===== src/core/idec_pkg.sv =====
package idec_pkg;

	// Instruction field positions within the 16-bit word.
	localparam int WORD_W = 16;
	localparam int OP_HI = 15;
	localparam int OP_LO = 12;
	localparam int NF_HI = 11;
	localparam int NF_LO = 8;
	localparam int MF_HI = 7;
	localparam int MF_LO = 4;
	localparam int LO_HI = 3;
	localparam int LO_LO = 0;

	// General register zero, implied by several formats.
	localparam logic [3:0] GR_ZERO = 4'h0;

	// Access sizes, used as the displacement shift count.
	localparam logic [1:0] SZ_BYTE = 2'h0;
	localparam logic [1:0] SZ_WORD = 2'h1;
	localparam logic [1:0] SZ_LONG = 2'h2;

	// Reset values of the decoded outputs.
	localparam logic [3:0] NUM_RST = 4'h0;
	localparam logic [31:0] VAL_RST = 32'h0;

	// Operand formats, one-hot.
	typedef enum logic [11:0] {
		FMT_ZERO = 12'h001,
		FMT_N = 12'h002,
		FMT_M = 12'h004,
		FMT_NM = 12'h008,
		FMT_MD = 12'h010,
		FMT_ND4 = 12'h020,
		FMT_NMD = 12'h040,
		FMT_D = 12'h080,
		FMT_D12 = 12'h100,
		FMT_ND8 = 12'h200,
		FMT_I = 12'h400,
		FMT_NI = 12'h800
	} idec_fmt_t;

	// Operand addressing classes, one-hot.
	typedef enum logic [13:0] {
		MODE_NONE = 14'h0001,
		MODE_DIRECT = 14'h0002,
		MODE_INDIRECT = 14'h0004,
		MODE_POSTINC = 14'h0008,
		MODE_PREDEC = 14'h0010,
		MODE_IDX_ZERO = 14'h0020,
		MODE_DISP_REG = 14'h0040,
		MODE_DISP_GBASE = 14'h0080,
		MODE_IDX_GBASE = 14'h0100,
		MODE_PC_REL = 14'h0200,
		MODE_IMM = 14'h0400,
		MODE_ZERO_REG = 14'h0800,
		MODE_CTRL = 14'h1000,
		MODE_ACC = 14'h2000
	} idec_mode_t;

endpackage : idec_pkg


===== src/core/idec_decoder.sv =====
// How it works
// - Each instruction is one 16-bit word; opcode bits pick the operand format.
// - Single-destination format: bits 11..8 name a direct, indirect or pre-decrement destination.
// - Single-source format: bits 11..8 name a source, possibly program-counter relative.
// - Single-source register may be a post-increment pointer or a jump target.
// - Two-register format: destination in bits 11..8, source in bits 7..4.
// - Multiply-accumulate decodes both fields as post-increment sources into accumulators.
// - Two-register stores allow register-zero indexed, indirect and pre-decrement; loads allow post-increment.
// - Short-displacement formats: base in bits 7..4, displacement 3..0, register zero implied.
// - Register-pair displacement: destination, source and displacement in three nibbles.
// - Immediate-only format: 8-bit data; target register zero, global-base byte or none.
// - Logical test, and, or, exclusive-or immediates are zero-extended.
// - Data displacements are zero-extended and scaled by one, two or four.
// - Branch displacements are sign-extended and doubled.
`timescale 1ns/1ns
module idec_decoder (
	input wire logic clk_sys,
	input wire logic rst,
	input wire logic insn_valid,
	input wire logic [15:0] insn,
	output logic valid_reg,
	output idec_pkg::idec_fmt_t fmt_reg,
	output logic [3:0] dst_num_reg,
	output logic [3:0] src_num_reg,
	output idec_pkg::idec_mode_t dst_mode_reg,
	output idec_pkg::idec_mode_t src_mode_reg,
	output logic [1:0] size_reg,
	output logic [31:0] imm_value_reg,
	output logic [31:0] disp_value_reg,
	output logic mac_reg,
	output logic illegal_reg
);

	// Zero-extend a displacement and scale it by the access size.
	function automatic logic [31:0] idec_scale(input logic [7:0] d, input logic [1:0] sz);
		idec_scale = {24'h0, d} << sz;
	endfunction : idec_scale

	// Sign-extend a branch displacement (8 or 12 bits) and double it.
	function automatic logic [31:0] idec_branch(input logic [11:0] d, input logic wide);
		logic [31:0] s;
		s = wide ? {{20{d[11]}}, d} : {{24{d[7]}}, d[7:0]};
		idec_branch = s << 1;
	endfunction : idec_branch

	logic [3:0] op;
	logic [3:0] nf;
	logic [3:0] mf;
	logic [3:0] lo;
	logic [7:0] lbyte;
	idec_pkg::idec_fmt_t fmt_next;
	idec_pkg::idec_mode_t dst_mode_next;
	idec_pkg::idec_mode_t src_mode_next;
	logic [3:0] dst_num_next;
	logic [3:0] src_num_next;
	logic [1:0] size_next;
	logic [31:0] imm_value_next;
	logic [31:0] disp_value_next;
	logic mac_next;
	logic illegal_next;

	// Split the word into its four nibbles once.
	assign op = insn[idec_pkg::OP_HI:idec_pkg::OP_LO];
	assign nf = insn[idec_pkg::NF_HI:idec_pkg::NF_LO];
	assign mf = insn[idec_pkg::MF_HI:idec_pkg::MF_LO];
	assign lo = insn[idec_pkg::LO_HI:idec_pkg::LO_LO];
	assign lbyte = insn[idec_pkg::MF_HI:idec_pkg::LO_LO];

	// Classify the word; every path starts from the zero-operand defaults.
	always_comb begin
		fmt_next = idec_pkg::FMT_ZERO;
		dst_mode_next = idec_pkg::MODE_NONE;
		src_mode_next = idec_pkg::MODE_NONE;
		dst_num_next = nf;
		src_num_next = mf;
		size_next = lo[1:0];
		imm_value_next = idec_pkg::VAL_RST;
		disp_value_next = idec_pkg::VAL_RST;
		mac_next = 1'b0;
		illegal_next = 1'b0;
		case (op)
			4'h0: begin
				if (lo == 4'h2 || lo == 4'ha || (lo == 4'h9 && mf == 4'h2)) begin
					fmt_next = idec_pkg::FMT_N;
					dst_mode_next = idec_pkg::MODE_DIRECT;
					src_mode_next = (lo == 4'h9) ? idec_pkg::MODE_NONE : idec_pkg::MODE_CTRL;
				end else if (lo == 4'h3) begin
					fmt_next = idec_pkg::FMT_M;
					src_num_next = nf;
					src_mode_next = idec_pkg::MODE_PC_REL;
				end else if (lo == 4'h4 || lo == 4'h5 || lo == 4'h6) begin
					fmt_next = idec_pkg::FMT_NM;
					src_mode_next = idec_pkg::MODE_DIRECT;
					dst_mode_next = idec_pkg::MODE_IDX_ZERO;
				end else if (lo == 4'hc || lo == 4'hd || lo == 4'he) begin
					fmt_next = idec_pkg::FMT_NM;
					src_mode_next = idec_pkg::MODE_IDX_ZERO;
					dst_mode_next = idec_pkg::MODE_DIRECT;
				end else if (lo == 4'h7) begin
					fmt_next = idec_pkg::FMT_NM;
					src_mode_next = idec_pkg::MODE_DIRECT;
					dst_mode_next = idec_pkg::MODE_ACC;
				end else if (lo == 4'hf) begin
					fmt_next = idec_pkg::FMT_NM;
					src_mode_next = idec_pkg::MODE_POSTINC;
					dst_mode_next = idec_pkg::MODE_POSTINC;
					mac_next = 1'b1;
				end else if (lo == 4'h0 || lo == 4'h1) begin
					illegal_next = 1'b1;
				end
			end
			4'h1: begin
				fmt_next = idec_pkg::FMT_NMD;
				src_mode_next = idec_pkg::MODE_DIRECT;
				dst_mode_next = idec_pkg::MODE_DISP_REG;
				size_next = idec_pkg::SZ_LONG;
				disp_value_next = idec_scale({4'h0, lo}, idec_pkg::SZ_LONG);
			end
			4'h2, 4'h3, 4'h6: begin
				fmt_next = idec_pkg::FMT_NM;
				src_mode_next = idec_pkg::MODE_DIRECT;
				dst_mode_next = idec_pkg::MODE_DIRECT;
				if (op == 4'h2 && lo[3:2] == 2'h0) begin
					dst_mode_next = idec_pkg::MODE_INDIRECT;
				end else if (op == 4'h2 && lo[3:2] == 2'h1 && lo != 4'h7) begin
					dst_mode_next = idec_pkg::MODE_PREDEC;
				end else if (op == 4'h6 && lo[3:2] == 2'h0 && lo != 4'h3) begin
					src_mode_next = idec_pkg::MODE_INDIRECT;
				end else if (op == 4'h6 && lo[3:2] == 2'h1 && lo != 4'h7) begin
					src_mode_next = idec_pkg::MODE_POSTINC;
				end
			end
			4'h4: begin
				if (lo == 4'hf) begin
					fmt_next = idec_pkg::FMT_NM;
					src_mode_next = idec_pkg::MODE_POSTINC;
					dst_mode_next = idec_pkg::MODE_POSTINC;
					mac_next = 1'b1;
				end else if (lo == 4'h6 || lo == 4'h7 || lo == 4'ha || lo == 4'he
						|| lbyte == 8'h0b || lbyte == 8'h2b) begin
					fmt_next = idec_pkg::FMT_M;
					src_num_next = nf;
					src_mode_next = (lo == 4'h6 || lo == 4'h7) ? idec_pkg::MODE_POSTINC
						: (lo == 4'hb) ? idec_pkg::MODE_INDIRECT : idec_pkg::MODE_DIRECT;
					dst_mode_next = (lo == 4'hb) ? idec_pkg::MODE_NONE : idec_pkg::MODE_CTRL;
				end else begin
					fmt_next = idec_pkg::FMT_N;
					src_mode_next = (lo == 4'h2 || lo == 4'h3) ? idec_pkg::MODE_CTRL
						: idec_pkg::MODE_NONE;
					dst_mode_next = (lo == 4'h2 || lo == 4'h3) ? idec_pkg::MODE_PREDEC
						: (lbyte == 8'h1b) ? idec_pkg::MODE_INDIRECT : idec_pkg::MODE_DIRECT;
				end
			end
			4'h5: begin
				fmt_next = idec_pkg::FMT_NMD;
				src_mode_next = idec_pkg::MODE_DISP_REG;
				dst_mode_next = idec_pkg::MODE_DIRECT;
				size_next = idec_pkg::SZ_LONG;
				disp_value_next = idec_scale({4'h0, lo}, idec_pkg::SZ_LONG);
			end
			4'h7, 4'he: begin
				fmt_next = idec_pkg::FMT_NI;
				src_mode_next = idec_pkg::MODE_IMM;
				dst_mode_next = idec_pkg::MODE_DIRECT;
				imm_value_next = {{24{lbyte[7]}}, lbyte};
			end
			4'h8: begin
				size_next = nf[1:0];
				if (nf == 4'h0 || nf == 4'h1) begin
					fmt_next = idec_pkg::FMT_ND4;
					dst_num_next = mf;
					src_num_next = idec_pkg::GR_ZERO;
					dst_mode_next = idec_pkg::MODE_DISP_REG;
					src_mode_next = idec_pkg::MODE_ZERO_REG;
					disp_value_next = idec_scale({4'h0, lo}, nf[1:0]);
				end else if (nf == 4'h4 || nf == 4'h5) begin
					fmt_next = idec_pkg::FMT_MD;
					dst_num_next = idec_pkg::GR_ZERO;
					dst_mode_next = idec_pkg::MODE_ZERO_REG;
					src_mode_next = idec_pkg::MODE_DISP_REG;
					disp_value_next = idec_scale({4'h0, lo}, nf[1:0]);
				end else if (nf == 4'h8) begin
					fmt_next = idec_pkg::FMT_I;
					dst_num_next = idec_pkg::GR_ZERO;
					dst_mode_next = idec_pkg::MODE_ZERO_REG;
					src_mode_next = idec_pkg::MODE_IMM;
					imm_value_next = {{24{lbyte[7]}}, lbyte};
				end else if (nf[0]) begin
					fmt_next = idec_pkg::FMT_D;
					src_mode_next = idec_pkg::MODE_PC_REL;
					disp_value_next = idec_branch({4'h0, lbyte}, 1'b0);
				end else begin
					illegal_next = 1'b1;
				end
			end
			4'h9, 4'hd: begin
				fmt_next = idec_pkg::FMT_ND8;
				src_mode_next = idec_pkg::MODE_PC_REL;
				dst_mode_next = idec_pkg::MODE_DIRECT;
				size_next = op[2] ? idec_pkg::SZ_LONG : idec_pkg::SZ_WORD;
				disp_value_next = idec_scale(lbyte, size_next);
			end
			4'ha, 4'hb: begin
				fmt_next = idec_pkg::FMT_D12;
				src_mode_next = idec_pkg::MODE_PC_REL;
				disp_value_next = idec_branch(insn[11:0], 1'b1);
			end
			4'hc: begin
				size_next = nf[1:0];
				if (nf == 4'h3) begin
					fmt_next = idec_pkg::FMT_I;
					src_mode_next = idec_pkg::MODE_IMM;
					imm_value_next = {22'h0, lbyte, 2'h0};
				end else if (nf[3]) begin
					fmt_next = idec_pkg::FMT_I;
					src_mode_next = idec_pkg::MODE_IMM;
					dst_num_next = idec_pkg::GR_ZERO;
					dst_mode_next = nf[2] ? idec_pkg::MODE_IDX_GBASE : idec_pkg::MODE_ZERO_REG;
					imm_value_next = {24'h0, lbyte};
				end else begin
					fmt_next = idec_pkg::FMT_D;
					dst_num_next = idec_pkg::GR_ZERO;
					src_num_next = idec_pkg::GR_ZERO;
					if (nf == 4'h7) begin
						size_next = idec_pkg::SZ_LONG;
						src_mode_next = idec_pkg::MODE_PC_REL;
						dst_mode_next = idec_pkg::MODE_ZERO_REG;
					end else if (nf[2]) begin
						src_mode_next = idec_pkg::MODE_DISP_GBASE;
						dst_mode_next = idec_pkg::MODE_ZERO_REG;
					end else begin
						src_mode_next = idec_pkg::MODE_ZERO_REG;
						dst_mode_next = idec_pkg::MODE_DISP_GBASE;
					end
					disp_value_next = idec_scale(lbyte, size_next);
				end
			end
			default: begin
				illegal_next = 1'b1;
			end
		endcase
	end

	// Valid follows the fetch strobe with one cycle of latency.
	always_ff @(posedge clk_sys) begin
		if (rst) begin
			valid_reg <= 1'b0;
		end else begin
			valid_reg <= insn_valid;
		end
	end

	// Decoded fields are captured every cycle so outputs come straight from flops.
	always_ff @(posedge clk_sys) begin
		if (rst) begin
			fmt_reg <= idec_pkg::FMT_ZERO;
			dst_num_reg <= idec_pkg::NUM_RST;
			src_num_reg <= idec_pkg::NUM_RST;
			dst_mode_reg <= idec_pkg::MODE_NONE;
			src_mode_reg <= idec_pkg::MODE_NONE;
			size_reg <= idec_pkg::SZ_BYTE;
			imm_value_reg <= idec_pkg::VAL_RST;
			disp_value_reg <= idec_pkg::VAL_RST;
			mac_reg <= 1'b0;
			illegal_reg <= 1'b0;
		end else begin
			fmt_reg <= fmt_next;
			dst_num_reg <= dst_num_next;
			src_num_reg <= src_num_next;
			dst_mode_reg <= dst_mode_next;
			src_mode_reg <= src_mode_next;
			size_reg <= size_next;
			imm_value_reg <= imm_value_next;
			disp_value_reg <= disp_value_next;
			mac_reg <= mac_next;
			illegal_reg <= illegal_next;
		end
	end

	// Copy of the previous word, read only by the checks below.
	logic [15:0] insn_q;
	always_ff @(posedge clk_sys) begin
		insn_q <= insn;
	end
endmodule : idec_decoder


===== config.mk =====
export PLATFORM = sky130hd
export DESIGN_NAME = idec_decoder
export DESIGN_NICKNAME = d
export VERILOG_FILES = /design/src/core/idec_pkg.sv /design/src/core/idec_decoder.sv
export SDC_FILE = /design/constraint.sdc
export NUM_CORES = 1
export LEC_CHECK = 0
export ABC_AREA = 1
export BUFFER_PORTS_ARGS = -buffer_cell sky130_fd_sc_hd__buf_4
export CORE_MARGIN = 3
export CORE_UTILIZATION = 30
export DETAILED_ROUTE_END_ITERATION = 10
export GPL_TIMING_DRIVEN = 0
export SLEW_MARGIN = 20
export SYNTH_ARGS = -nofsm -noshare
export SYNTH_HDL_FRONTEND = slang
export SYNTH_SLANG_ARGS = --single-unit

===== constraint.sdc =====
create_clock -name clk_sys -period 2.99 [get_ports clk_sys]
set_input_delay 0 -clock clk_sys [delete_from_list [all_inputs] [get_ports clk_sys]]
set_output_delay 0 -clock clk_sys [all_outputs]
set_load 0.05 [all_outputs]

==> metrics.csv <==
stage,metric,value,unit
outcome,status,"finished, final reports clean",
timing,worst_pin_slew,727,ps
place,routabilityCongestion,0.921,
clock_network,h-tree-depth,3,
routing,antenna_left,0,
worst_setup_path,crit_type,in2reg,
place,dp.final_hpwl,10800,µm
clock_network,cts_tree,yes,
synth,synthAdderAreaFrac,1.64,%
synth,netlist_instances,549,
worst_setup_path,required,3200,ps
global_routing,grt_max_degree,23,
floorplanning,core-area,12200,µm²
timing,period_share,73.6,%
layout,fin_nets,718,
min_path,min_from,insn[4],
clock_network,cts_buffers,9,
routing,wl_per_cell,16.0,µm
pwr,p_leak,2.75,nW
layout,n_antenna_cell,0,
layout,syn2layout_area_growth,39.1,%
floorplanning,die_w,119,µm
floorplanning,die-area,14100,µm²
routing,vias,4043,
timing,fin_setup_tns,0,ps
pwr,pwr-share-clk,39.9,%
floorplanning,die_h,119,µm
timing,max_slew_margin,51.5,%
routing,drc,0,
place,pre_cts_ws,1050,ps
synth,seq_area_frac_synth,37.8,%
synth,synthMuxAreaShare,0,%
routing,drt_iter0_markers,254,
min_path,hold_end,src_num_reg[0],
global_routing,grt_pass1_vias,3886,
synth,netlist_area,3810,µm²
timing,finalHoldViolCount,0,
layout,layout-drive-gt1-share,33.2,%
global_routing,antenna_found_initial,0,
clock_network,clkTransAtPathRegs,60,ps
synth,synthXorXnorAreaFrac,0,%
synth,synth_compound_area_share,11.6,%
pwr,power.density,466,nW/µm²
pwr,intPower,1.69,mW
global_routing,grt-ovfl-total,0,
timing,drv_slew,0,
clock_network,clock_sinks,72,
synth,synth_cell_types,34,
worst_setup_path,cp-end-kind,flip-flop,
min_path,worst_hold_path_type,in2reg,
clock_network,cts_buffer_depth,2,
job,cap_viol_max_count,0,
layout,nFillCells,1316,
routing,drt-total-wl,13900,µm
worst_setup_path,cp-start-kind,input pin,
pwr,p_switching,785,µW
worst_setup_path,critPathMaxFanout,10,
synth,ys_warn_count,0,
routing,avgViaCountPerCell,4.66,
clock_network,root_buffer,clkbuf_16,
pwr,ir_drop,0.197,mV
layout,largest_reg_flops,13,
pwr,p_sw_share,31.8,%
timing,rsz0062_at_grt,false,
synth,synth-seq-cells,72,
timing,finalCriticalPeriod,2200,ps
synth,synth_top_family_by_area,simple AND/OR/NAND/NOR gates,
timing,setup_ws,788,ps
clock_network,cts_resized,0,
floorplanning,io_pins,136,
global_routing,gr-usage-all-layers,19.5,%
synth,syn_area_per_cell,6.94,µm²
worst_setup_path,crit_arrival,2410,ps
timing,fmax,0.454,GHz
clock_network,post_cts_buffers,0,
pwr,seqPwrFrac,40.4,%
floorplanning,rows,40,
global_routing,grt_pass1_wl,21500,µm
synth,synthSimpleGateAreaFrac,31.7,%
floorplanning,initial_core_util,31.2,%
routing,dr.pass1.iters,5,
pwr,p_comb_share,19.7,%
min_path,hold_depth,3,
timing,finalSetupViolCount,0,
place,portBuffers,123,
synth_stat cells:
master     count  area, µm²
o21ai_1        5       25.0
clkbuf_1       8       30.0
ha_1           5       62.6
dfxtp_1       72       1440
a31oi_1        5       31.3
nor2_2         7       43.8
nor4_1         5       31.3
nand2_2       11       68.8
a22oi_1        1       7.51
nor2_1        65        244
buf_6          1       11.3
clkinv_1       2       7.51
buf_4         48        360
o21ai_0       15       75.1
nor2_8         1       20.0
a21oi_2        1       8.76
nand3_2        1       10.0
buf_2          6       30.0
o2111ai_1      1       8.76
a41oi_1        2       17.5
nand3_1       39        195
nor3_1         8       40.0
and2_1         1       6.26
nand2_1      129        484
o21ai_2        3       26.3
nand2_4        1       11.3
conb_1         1       3.75
inv_2         11       41.3
inv_1         44        165
a21oi_1       30        150
clkinv_4       1       8.76
nand4_1        5       31.3
o211ai_1      12       90.1
nor2_4         2       22.5
final cells by class:
class                           instances  area, µm²  share of cell area [%]
Multi-Input combinational cell        360       1730                    32.6
Sequential cell                        72       1440                    27.2
Timing Repair Buffer                  130        993                    18.7
Buffer                                 63        432                    8.14
Clock buffer                           10        229                    4.32
Inverter                               58        223                    4.20
Tap cell                              168        210                    3.96
Clock inverter                          6       43.8                   0.826
how the worst max path moves through the flow:
stage,depth (start not counted),endpoint,startpoint
3_5_place_dp,12,disp_value_reg[8],insn[11]
3_3_place_gp,12,disp_value_reg[8],insn[11]
2_1_floorplan,1,imm_value_reg[11],imm_value_reg[30]
6_report,13,disp_value_reg[8],insn[11]
5_1_grt,13,disp_value_reg[8],insn[11]
4_1_cts,13,disp_value_reg[8],insn[11]
timing repair:
| item | CTS | global route |
|---|---|---|
| hold endpoints to repair | 9 | 0 |
| endpoints found under the setup margin | 0 | 0 |
| hold buffers | 7 | 0 |
power groups by stage:
stage / Sequential, mW / Combinational [mW] / Clock [mW]
2_1_floorplan: 1.12 / 0.222 / 0
3_3_place_gp: 1.02 / 0.477 / 0
3_5_place_dp: 1.02 / 0.476 / 0
4_1_cts: 0.999 / 0.485 / 1.00
5_1_grt: 1.00 / 0.522 / 1.05
6_report: 0.999 / 0.487 / 0.985
per-stage QoR:
step	area [µm²]	hold WS, ps	cells	utilization, %	total power, mW
after floorplan	3830	107	553	-	1.34
after global placement	4960	206	844	40.6	1.50
after detailed placement	4960	211	844	40.6	1.50
after CTS	5300	4.83	867	43.4	2.49
after global routing	5300	2.06	867	43.4	2.57
final	5300	5.10	867	43.4	2.47
metal layers:
metal | track usage [%] | share of wire (%) | routed length [µm]
met1 | 25.9 | 46 | 6380
met2 | 30.0 | 44 | 6070
met3 | 5.98 | 8.0 | 1110
met4 | 6.88 | 2.2 | 310
met5 | 0 | 0 | 0
critical path, stage by stage:
cell	delay [ps]
dlygate4sd3_1	550
buf_4	180
inv_1	190
ha_1	290
nand3_2	240
nand2_1	260
inv_1	70
nand2_1	110
nor2_2	100
nand2_1	110
nand3_1	80
nor2_1	170
nor2_1	60
layout by cell type (no fill, tap or decap), types with 2 or more instances in the layout:
cell / synthesis / layout
inv_1: 44 / 44
a41oi_1: 2 / 2
nand3_1: 39 / 39
nand2_2: 11 / 11
clkinv_4: 1 / 3
buf_2: 6 / 6
nor2_1: 65 / 65
o211ai_1: 12 / 12
inv_2: 11 / 11
conb_1: 1 / 5
nor2_2: 7 / 7
clkbuf_1: 8 / 9
nor2_4: 2 / 2
o21ai_1: 5 / 5
nand4_1: 5 / 5
nand2_1: 129 / 129
o21ai_2: 3 / 3
dlygate4sd3_1: 0 / 7
nor4_1: 5 / 5
a31oi_1: 5 / 5
buf_4: 48 / 171
clkinv_2: 0 / 2
clkinv_1: 2 / 2
ha_1: 5 / 5
nor3_1: 8 / 8
clkbuf_16: 0 / 9
dfxtp_1: 72 / 72
a21oi_1: 30 / 30
o21ai_0: 15 / 15
logic make-up after synthesis:
logic type,count (synthesis)
DFF,72
adders and majority gates,5
AOI/OAI and AO/OA,75
and+or+nand+nor,275
buffers and inverters,121
other,1
Note: power is estimated with default switching activity, not from simulation.
